File: config.mk
export PLATFORM = sky130hd
export DESIGN_NAME = bit_branch_call_exec
export DESIGN_NICKNAME = d
export VERILOG_FILES = /design/src/bbce_pkg.sv /design/src/bbce_addr_gen.sv /design/src/bit_branch_call_exec.sv
export SDC_FILE = /design/constraint.sdc
export NUM_CORES = 1
export LEC_CHECK = 0
export BUFFER_PORTS_ARGS = -buffer_cell sky130_fd_sc_hd__buf_4
export CAP_MARGIN = 10
export CORE_UTILIZATION = 30
export CTS_BUF_LIST = sky130_fd_sc_hd__clkbuf_8
export DETAILED_ROUTE_END_ITERATION = 7
export HOLD_SLACK_MARGIN = 0.15
export PLACE_DENSITY = 0.49
export SLEW_MARGIN = 20
export SYNTH_ARGS = -nofsm -noshare
export SYNTH_HDL_FRONTEND = slang
export SYNTH_HIERARCHICAL = 1
export SYNTH_SLANG_ARGS = --single-unit
File: constraint.sdc
create_clock -name clk -period 4.68 [get_ports clk]
set_input_delay 0.702 -clock clk [delete_from_list [all_inputs] [get_ports clk]]
set_output_delay 0.702 -clock clk [all_outputs]
set_load 0.1 [all_outputs]
File: src/bbce_pkg.sv
package bbce_pkg;
  // opcode nibbles of the handled group
  localparam logic [3:0] OP_BIT_SET = 4'h8;
  localparam logic [3:0] OP_BIT_TOGGLE = 4'h7;
  localparam logic [3:0] OP_SKIP_CLEAR = 4'hB;
  localparam logic [3:0] OP_SKIP_SET = 4'hA;
  localparam logic [3:0] OP_BRANCH_GRP = 4'hE;
  localparam logic [3:0] OP_SECOND_WORD = 4'hF;
  // second nibble of the branch and call words
  localparam logic [3:0] SUB_BRANCH_ZERO = 4'h0;
  localparam logic [3:0] SUB_BRANCH_OVF = 4'h4;
  localparam logic [2:0] SUB_CALL_TOP = 3'h6;
  // field positions inside the instruction word
  localparam int BIT_IDX_LSB = 9;
  localparam int ACCESS_BIT = 8;
  localparam int SHADOW_BIT = 8;
  // widths and reset values
  localparam int PC_W = 21;
  localparam logic [20:0] PC_RESET = 21'h000000;
  localparam logic [20:0] PC_STEP = 21'h000002;
  localparam logic [20:0] RET_STEP = 21'h000004;
  localparam logic [3:0] BANK_ACCESS = 4'h0;
  localparam logic [7:0] ACCESS_SPLIT = 8'h80;
  localparam logic [3:0] BANK_HIGH = 4'hF;
  // execution states
  typedef enum logic [1:0] {
    BBCE_EXEC = 2'b00,
    BBCE_FLUSH = 2'b01,
    BBCE_CALL2 = 2'b10
  } bbce_state_t;
endpackage

File: src/bbce_addr_gen.sv
`timescale 1ns/10ps
// forms the 12-bit data address from access bit, bank select and offset
module bbce_addr_gen
  import bbce_pkg::*;
(
  // operand fields
  input wire logic accessSel,
  input wire logic [7:0] fileOffset,
  // bank state
  input wire logic [3:0] bankSelect,
  // result
  output logic [11:0] dataAddr
);
  // access bank: low half in bank 0, high half in the top bank
  wire logic [3:0] accessBank = (fileOffset < ACCESS_SPLIT) ? BANK_ACCESS : BANK_HIGH;
  assign dataAddr = {accessSel ? bankSelect : accessBank, fileOffset};
endmodule

File: src/bit_branch_call_exec.sv
`timescale 1ns/10ps
module bit_branch_call_exec
  import bbce_pkg::*;
(
  // clock and reset
  input wire logic clk,
  input wire logic sys_rst,
  // instruction fetch, one word per instruction cycle
  input wire logic [15:0] instrWord,
  input wire logic instrValid,
  // data register file
  input wire logic [7:0] fileRdData,
  output logic [11:0] fileAddr,
  output logic fileWrEn,
  output logic [7:0] fileWrData,
  // core registers
  input wire logic [7:0] workingReg,
  input wire logic [7:0] statusReg,
  input wire logic [7:0] bankSelectReg,
  input wire logic flagOverflow,
  input wire logic flagZero,
  // program counter and return stack
  output logic [20:0] pcOut,
  output logic [20:0] topOfReturnStack,
  output logic pushStrobe,
  // shadow registers
  output logic [7:0] workingShadow,
  output logic [7:0] flagsShadow,
  output logic [7:0] bankSelectShadow,
  // status
  output logic execNop,
  output logic statusWrEn
);
  // state
  bbce_state_t state_ff, nxt_state;
  logic [20:0] pc_ff, nxt_pc;
  logic [1:0] flushCnt_ff, nxt_flushCnt;
  logic [7:0] callLow_ff; // target bits 7..0 held over
  logic brFlushOnly_ff; // current flush follows a taken branch
  logic [20:0] tos_ff;
  logic push_ff;
  logic [7:0] ws_ff, ss_ff, bs_ff;

  // advance by the given byte step
  function automatic logic [20:0] pcInc(input logic [20:0] p, input logic [20:0] s);
    pcInc = p + s;
  endfunction

  // decode of the first word
  wire logic [3:0] opHi = instrWord[15:12];
  wire logic [3:0] opSub = instrWord[11:8];
  wire logic [2:0] bitIdx = instrWord[11:BIT_IDX_LSB];
  wire logic inExec = (state_ff == BBCE_EXEC) && instrValid;
  wire logic isBitSet = inExec && (opHi == OP_BIT_SET);
  wire logic isBitTog = inExec && (opHi == OP_BIT_TOGGLE);
  wire logic isSkipClr = inExec && (opHi == OP_SKIP_CLEAR);
  wire logic isSkipSet = inExec && (opHi == OP_SKIP_SET);
  wire logic isBrGrp = inExec && (opHi == OP_BRANCH_GRP);
  wire logic isBrZero = isBrGrp && (opSub == SUB_BRANCH_ZERO);
  wire logic isBrOvf = isBrGrp && (opSub == SUB_BRANCH_OVF);
  wire logic isCall = isBrGrp && (opSub[3:1] == SUB_CALL_TOP);
  // second word of a call when it arrives
  wire logic isCall2 = (state_ff == BBCE_CALL2) && instrValid && (opHi == OP_SECOND_WORD);

  // address formation
  bbce_addr_gen u_addr (
    .accessSel(instrWord[ACCESS_BIT]),
    .fileOffset(instrWord[7:0]),
    .bankSelect(bankSelectReg[3:0]),
    .dataAddr(fileAddr)
  );

  // bit operations on the fetched register
  wire logic [7:0] bitMask = 8'h01 << bitIdx;
  wire logic testBit = |(fileRdData & bitMask);
  wire logic skipHit = (isSkipClr && !testBit) || (isSkipSet && testBit);
  assign fileWrEn = isBitSet || isBitTog;
  assign fileWrData = isBitSet ? (fileRdData | bitMask)
                               : (fileRdData ^ bitMask);

  // branch condition and target
  wire logic brTaken = (isBrOvf && flagOverflow) || (isBrZero && flagZero);
  wire logic [20:0] pcNext = pcInc(pc_ff, PC_STEP);
  wire logic [20:0] offsetX2 = {{12{instrWord[7]}}, instrWord[7:0], 1'b0};
  wire logic [20:0] brTarget = pcInc(pcNext, offsetX2);

  // next-state logic
  always_comb begin
    nxt_state = state_ff;
    nxt_pc = pc_ff;
    nxt_flushCnt = flushCnt_ff;
    unique case (state_ff)
      BBCE_EXEC: begin
        if (instrValid) begin
          nxt_pc = pcNext;
          if (brTaken) begin
            nxt_pc = brTarget;
            nxt_state = BBCE_FLUSH;
            nxt_flushCnt = 2'h1;
          end else if (skipHit) begin
            nxt_state = BBCE_FLUSH;
            nxt_flushCnt = 2'h1;
          end else if (isCall) begin
            nxt_state = BBCE_CALL2;
          end
        end
      end
      BBCE_FLUSH: begin
        if (instrValid) begin
          // a skipped word advances the counter; a branch target is held
          if (!brFlushOnly_ff) begin
            nxt_pc = pcNext;
          end
          if (flushCnt_ff == 2'h1 && (opHi == OP_BRANCH_GRP) && (opSub[3:1] == SUB_CALL_TOP)
              && !brFlushOnly_ff) begin
            nxt_flushCnt = 2'h2; // two-word skip
          end else begin
            nxt_state = BBCE_EXEC;
            nxt_flushCnt = 2'h0;
          end
        end
      end
      BBCE_CALL2: begin
        if (isCall2) begin
          nxt_pc = {instrWord[11:0], callLow_ff, 1'b0};
          nxt_state = BBCE_EXEC;
        end
      end
      default: begin
        nxt_state = BBCE_EXEC;
      end
    endcase
  end

  // flush caused by a branch never extends and keeps the target
  always_ff @(posedge clk) begin
    if (sys_rst) begin
      brFlushOnly_ff <= 1'b0;
    end else if (inExec) begin
      brFlushOnly_ff <= brTaken;
    end
  end

  // sequencing registers
  always_ff @(posedge clk) begin
    if (sys_rst) begin
      state_ff <= BBCE_EXEC;
      pc_ff <= PC_RESET;
      flushCnt_ff <= 2'h0;
    end else begin
      state_ff <= nxt_state;
      pc_ff <= nxt_pc;
      flushCnt_ff <= nxt_flushCnt;
    end
  end

  // call first word capture and push
  always_ff @(posedge clk) begin
    if (sys_rst) begin
      callLow_ff <= 8'h00;
      tos_ff <= PC_RESET;
      push_ff <= 1'b0;
    end else begin
      push_ff <= isCall;
      if (isCall) begin
        callLow_ff <= instrWord[7:0];
        tos_ff <= pcInc(pc_ff, RET_STEP);
      end
    end
  end

  // shadow copies on a call with shadow bit set
  always_ff @(posedge clk) begin
    if (sys_rst) begin
      ws_ff <= 8'h00;
      ss_ff <= 8'h00;
      bs_ff <= 8'h00;
    end else if (isCall && instrWord[SHADOW_BIT]) begin
      ws_ff <= workingReg;
      ss_ff <= statusReg;
      bs_ff <= bankSelectReg;
    end
  end

  // outputs
  assign pcOut = pc_ff;
  assign topOfReturnStack = tos_ff;
  assign pushStrobe = push_ff;
  assign workingShadow = ws_ff;
  assign flagsShadow = ss_ff;
  assign bankSelectShadow = bs_ff;
  assign execNop = (state_ff == BBCE_FLUSH);
  assign statusWrEn = 1'b0;
endmodule

==> out/qor.yml, run 1 <==
run_status:
  status: "finished, final reports clean"
worst_hold_path:
  hp-class: "register to register"
drt:
  dr_total_vias: 5384
  firstDrtPassIters: 4
  drt-initial-drc-count: 256
  drc_errors: 0
  wl_per_cell_um: 16.3
  antenna_left: 0
  viasPerCell: 5.02
  drt_wl_total_mm: 17.5
clock_tree:
  cts_buffers: 9
  clockRootBuffer: "clkbuf_8"
  cts_hold_buf: 0
  insertion_delay_ps: 380
  post_cts_buffers: 0
  cts.sinks: 78
  clkTransAtPathRegs_ps: 90
  htree_levels: 3
  cts_tree: "done"
  cts_buffer_depth: 2
  ctsResizeCount: 0
synthesis:
  ys_seq_elements: 78
  synth_compound_area_frac: 0.213
  yosysWarnings: 6
  synth_edf_count: 0
  synth_top_cell_by_area: "dfxtp_1"
  synth-simple-area-share: 0.237
  avgSynthCellArea_um2: 7.42
  synth_xor_area_frac: 0.0748
  ys_types: 64
  yosys.area_share.adder: 0.104
  synth_top_family_by_area: "simple AND/OR/NAND/NOR gates"
  ys_seq_area_frac: 0.284
  synth_mux_area_frac: 0.0155
  synth_flop_cell: "dfxtp_1"
  netlist_area_mm2: 0.00550
  synth_top_area_frac: 0.284
  ys_async_sr_fraction: 0
  synth.area.top_cells: "dfxtp_1 (28%), ha_1 (10%), nand2_1 (9.2%), a21oi_1 (7.1%), xnor2_1 (4.6%)"
  netlist_instances: 741
final_layout:
  diodes: 0
  nNetsFinal: 937
  final_core_util: 0.381
  area_growth_pct: 24.5
  drive_gt1_frac: 0.216
power:
  p_clk_frac: 0.337
  p_switching_uw: 631
  p_leak_uw: 0.00287
  p_per_area_mw_per_mm2: 258
  comb_power_share: 0.271
  internal_power_uw: 1130
  seq_power_share: 0.392
  swShare: 0.357
  worst_ir_drop_vdd_uv: 151
timing:
  setup_viol: 0
  finalCritPeriodShare: 0.801
  relSlewSlack: 0.342
  min_period_ps: 3750
  skew_ps: 14.7
  fin_tns_setup_ps: 0
  tightest_slew_ps: 987
  drv_slew: 0
  hold_violations: 0
  fmax_mhz: 267
  rsz0062_at_grt: "false"
  postLayoutSetupSlackWorst_ps: 933
floorplanning:
  die_x_um: 137
  dieArea_mm2: 0.0189
  num_io_pins: 143
  fp.dieH_um: 137
  rows: 49
  coreArea_mm2: 0.0180
  start_util: 0.306
global_route:
  first_global_vias: 4982
  track_usage: 0.186
  grt_pass1_wl_mm: 26.9
  gr-total-overflow: 0
  antenna_found_initial: 0
  grt_max_degree: 81
worst_setup_path:
  max_stage_delay_ps: 460
  cp-end-kind: "register"
  crit_required_ps: 4910
  timing.critical_path.buf_inv: 0
  path_max_fanout: 6
  startpoint_type: "register"
  cp_cell_sequence: "ha_1, nand3_2, nor4_4, and4_1, nand4_1, xnor2_1, ha_1, a21o_1, a21oi_1, o21ai_0, a21oi_1, mux2i_1, xor2_1, nand3_1, nor4b_2"
  path_class: "register to register"
  arrival_ps: 3980
  cp_top_family: "simple AND/OR/NAND/NOR gates"
  slowest_stage: "dfxtp_1"
place:
  place_congestion: 0.859
  port_buffers: 139
  hpwl_mm: 12.6
  dpl_worst_slack_ps: 931
job:
  maxCapViolCount: 0
-- worst reg2reg max path: stages (launching register included) --
cell and delay (ps):
dfxtp_1 460, ha_1 290, nand3_2 150, nor4_4 340, and4_1 410, nand4_1 200, xnor2_1 240, ha_1 310
a21o_1 180, a21oi_1 120, o21ai_0 80, a21oi_1 150, mux2i_1 230, xor2_1 200, nand3_1 80, nor4b_2 170
-- cell type report --
cell class / count / area [um^2]
fillers: 1955 / 11100
clock inverters: 6 / 93.8
flip-flops and latches: 78 / 1560
inverters: 26 / 97.6
multi-input cells: 577 / 3570
repair buffers: 147 / 1100
clock buffers: 10 / 138
well taps: 229 / 287
-- cell usage in the layout, fill, tap and decap left out, types with 4 or more instances in the layout --
| master | n |
|---|---|
| mux2_2 | 4 |
| nand2_1 | 135 |
| nor2_1 | 63 |
| nand3_1 | 21 |
| nor4_1 | 4 |
| o211ai_1 | 7 |
| a21o_1 | 7 |
| a211oi_1 | 20 |
| a221oi_1 | 5 |
| nand4_1 | 7 |
| or2_2 | 5 |
| xnor2_1 | 29 |
| dfxtp_1 | 78 |
| ha_1 | 44 |
| o21ai_0 | 29 |
| a31oi_1 | 4 |
| nand2b_1 | 4 |
| mux2i_1 | 4 |
| a21oi_1 | 78 |
| a311oi_1 | 5 |
| inv_1 | 26 |
| clkbuf_8 | 10 |
| nor3_1 | 13 |
| a22oi_1 | 10 |
| or3_1 | 6 |
| buf_4 | 147 |
| xor2_1 | 18 |
| and3_1 | 5 |
-- power by group through the flow --
stage,registers (uW),clock network [uW],logic [uW]
finish,692,594,479
global route,694,644,516
CTS,692,621,482
detailed placement,708,0,480
global placement,707,0,483
floorplan,762,0,298
-- per-stage QoR --
stage,cells,cell area (um^2),total power (uW),hold slack (ps)
after floorplan,743,5510,1060,436
after global placement,1057,6620,1190,443
after detailed placement,1057,6620,1190,447
after CTS,1073,6850,1790,460
after global routing,1073,6850,1850,477
final,1073,6850,1760,458
-- registers in the layout (all words and copies together), names as in the netlist --
name and cells:
bankSelectShadow 8, brFlushOnly_ff 1, callLow_ff 8, flagsShadow 8, flushCnt_ff 2, pcOut 20
pushStrobe 1, state_ff 2, topOfReturnStack 20, workingShadow 8
-- synthesized netlist by cell type (10+ instances only) --
cell type	instances
ha_1	44
xnor2_1	29
nor3_1	13
nand3_1	21
nor2_1	64
buf_4	14
nand2_1	135
dfxtp_1	78
a22oi_1	10
clkbuf_1	36
a211oi_1	20
a21oi_1	78
inv_1	26
o21ai_0	29
xor2_1	18
-- logic make-up (layout without fill, tap and decap cells) --
group,Yosys count,after routing
XOR/XNOR,47,47
buffers and inverters,88,189
AND/OR/NAND/NOR,286,286
other,1,3
AO/OA/AOI/OAI,188,188
multiplexers,8,8
adder cells (fa/ha/maj),45,45
flip-flops,78,78
-- per-layer routing --
layer	vias to the layer above	GRT usage	part of all wire
li1	2773	-	-
met1	2438	0.244	0.46
met2	153	0.303	0.46
met3	20	0.0390	0.068
met4	0	0.0562	0.015
met5	-	0	0
-- final timing paths --
check                                          from             endpoint  slack [ps]  depth (start not counted)
worst max-delay path                       pcOut[2]            pcOut[20]         930                         15
worst min-delay path            bankSelectShadow[6]  bankSelectShadow[6]         460                          2
worst max register to register             pcOut[2]            pcOut[20]         930                         15
worst min register to register  bankSelectShadow[6]  bankSelectShadow[6]         460                          2
(Power assumes the default switching activity.)
==> inputs of run 2 (changes only) <==
- clock period: 4.68 -> 3.79 ns (I/O delays scaled with it)
==> run 2 against run 1 <==
Net effect:
- sequential share of layout area shrank 0.53 points
- largest cell class unchanged
- clock skew shrank 8.4 ps
- first-iteration DRC count shrank 5.9%
- hold slack lost 25 ps
==> out/qor.yml, run 2 (synthesis gave the netlist of run 1 again) <==
timing:
  fmax_mhz: 285  # +6.8%
  min_period_ps: 3510  # -240 ps
  relSlewSlack: 0.381  # +0.0384
  tightest_slew_ps: 929  # -57.6 ps
  finalCritPeriodShare: 0.925  # +0.125
  skew_ps: 6.32  # -8.36 ps
  drv_slew: 0  # unchanged
  fin_tns_setup_ps: 0  # unchanged
  hold_violations: 0  # unchanged
  setup_viol: 0  # unchanged
  hold_slack_ps: 433  # -25.2 ps
worst_setup_path:
  max_stage_delay_ps: 390  # -70 ps
  path_class: "register to register"
  path_max_fanout: 8  # +2
  arrival_ps: 3730  # -250 ps
  crit_required_ps: 4010  # -900 ps
  cp-end-kind: "register"
  slowest_stage: "dfxtp_2"
  cp_cell_sequence: "ha_1, nand3_2, or2_2, nor2_1, xor2_1, ha_1, a21o_1, a21o_1, a21oi_1, o21ai_0, a21oi_1, mux2i_1, xor2_1, nand3_1, nor4b_2"
  startpoint_type: "register"
power:
  p_per_area_mw_per_mm2: 291  # +13%
  p_leak_uw: 0.00300  # +4.7%
  worst_ir_drop_vdd_uv: 173  # +14%
  p_total_uw: 2050  # +16%
floorplanning:
  dieArea_mm2: 0.0189  # unchanged
  num_io_pins: 143  # unchanged
  coreArea_mm2: 0.0180  # unchanged
  die_x_um: 137  # unchanged
  rows: 49  # unchanged
  start_util: 0.306  # unchanged
  fp.dieH_um: 137  # unchanged
global_route:
  first_global_vias: 5040  # +1.2%
  busiest_layer: "met2"
  track_usage: 0.188  # +0.00252
  grt_use_met3: 0.0372  # -0.00184
  gr-total-overflow: 0  # unchanged
  use_met2: 0.316  # +0.0131
  grt_max_degree: 81  # unchanged
  grt_pass1_wl_mm: 27.2  # +1.1%
  met1_usage: 0.240  # -0.00349
  antenna_found_initial: 0  # unchanged
place:
  post-place-cells: 1076  # +1.8%
  port_buffers: 139  # unchanged
  place_congestion: 0.910  # +5.9%
  dpl_cell_area_mm2: 0.00676  # +2.2%
  hpwl_mm: 13.2  # +4.3%
clock_tree:
  cts.sinks: 78  # unchanged
  clockRootBuffer: "clkbuf_8"
  cts_buffer_depth: 2  # unchanged
  cts_tree: "done"
  htree_levels: 3  # unchanged
  clkTransAtPathRegs_ps: 90  # about the same
  insertion_delay_ps: 370  # about the same
  cts_buffers: 9  # unchanged
final_layout:
  nNetsFinal: 961  # +2.6%
  area_growth_pct: 27.7
  layout.cells.non_filler: 1097  # +2.2%
  fin_area_mm2: 0.00703  # +2.6%
  n_fill_cell: 1936  # -0.97%
  drive_gt1_frac: 0.250  # +0.0344
  diodes: 0  # unchanged
  final_common_cell: "buf_4"
  mostFrequentLayoutCells: "buf_4 (171), nand2_1 (135), a21oi_1 (77), dfxtp_1 (75), nor2_1 (63)"
drt:
  drt_wl_total_mm: 17.8  # +1.8%
  drc_errors: 0  # unchanged
  viasPerCell: 5.05  # +0.61%
  drt-initial-drc-count: 241  # -5.9%
  wl_per_cell_um: 16.2  # -0.41%
  firstDrtPassIters: 4  # unchanged
  dr_total_vias: 5538  # +2.9%
  antenna_left: 0  # unchanged
worst_hold_path:
  hp-class: "input pin to register"
run_status:
  status: "finished, final reports clean"
job:
  maxCapViolCount: 0  # unchanged
## run 2: changes by cell type in the layout (fill, tap and decap cells not counted), moves of 2 or more
cell,delta
a2111oi_0,-2
a2111oi_1,+2
buf_4,+24
bufinv_16,-2
clkinv_2,+3
dfxtp_1,-3
dfxtp_2,+3
o21ai_0,-3
o21ai_1,+3
xnor2_1,-3
xnor2_2,+3
## run 2: path summary, 6_finish.rpt
check / start / end / slack [ps] / cells past startpoint
max: pcOut[2] / pcOut[20] / 280 / 15
min: workingReg[5] / workingShadow[5] / 430 / 3
max reg2reg: pcOut[2] / pcOut[20] / 280 / 15
min reg2reg: flagsShadow[3] / flagsShadow[3] / 460 / 2
## run 2: final cells by class
class | instances | area (um^2) | area share
clock buffers | 10 | 138 | 0.0196
clock inverters | 6 | 36.3 | 0.00516
inverters | 26 | 97.6 | 0.0139
multi-input cells | 577 | 3620 | 0.515
flip-flops and latches | 78 | 1570 | 0.223
well taps | 229 | 287 | 0.0408
repair buffers | 171 | 1280 | 0.183
## run 2: repair_timing
action,CTS,global route
setup buffers,0,5
hold endpoints to repair,0,0
setup endpoints to repair,0,4
hold buffers,0,0
gates resized for setup,0,13
## run 2: per-layer routing
layer,routed length [um],share of wire,up-vias
met5,0,0,-
met4,316,0.018,0
met3,1050,0.059,19
met2,8350,0.47,146
met1,8070,0.45,2560
li1,-,-,2813
## run 2: power breakdown
part | internal [uW] | leakage [uW] | switching (uW)
logic | 186 | 0.00228 | 431
clock network | 253 | 0.0000976 | 329
registers | 832 | 0.000631 | 16.0
## run 2: critical path: cells and delay by family (launching register included)
family	cells	cell delay (ps)
mux	1	230
fa+ha+maj	2	570
flops	1	390
compound gates	5	750
xor+xnor	2	440
simple gates	5	990
## run 2: per-stage QoR
stage	setup slack (ps)	util
after floorplan	-266	-
after global placement	199	0.376
after detailed placement	128	0.376
after CTS	95.7	0.386
after global routing	-6.05	0.391
final	283	0.391
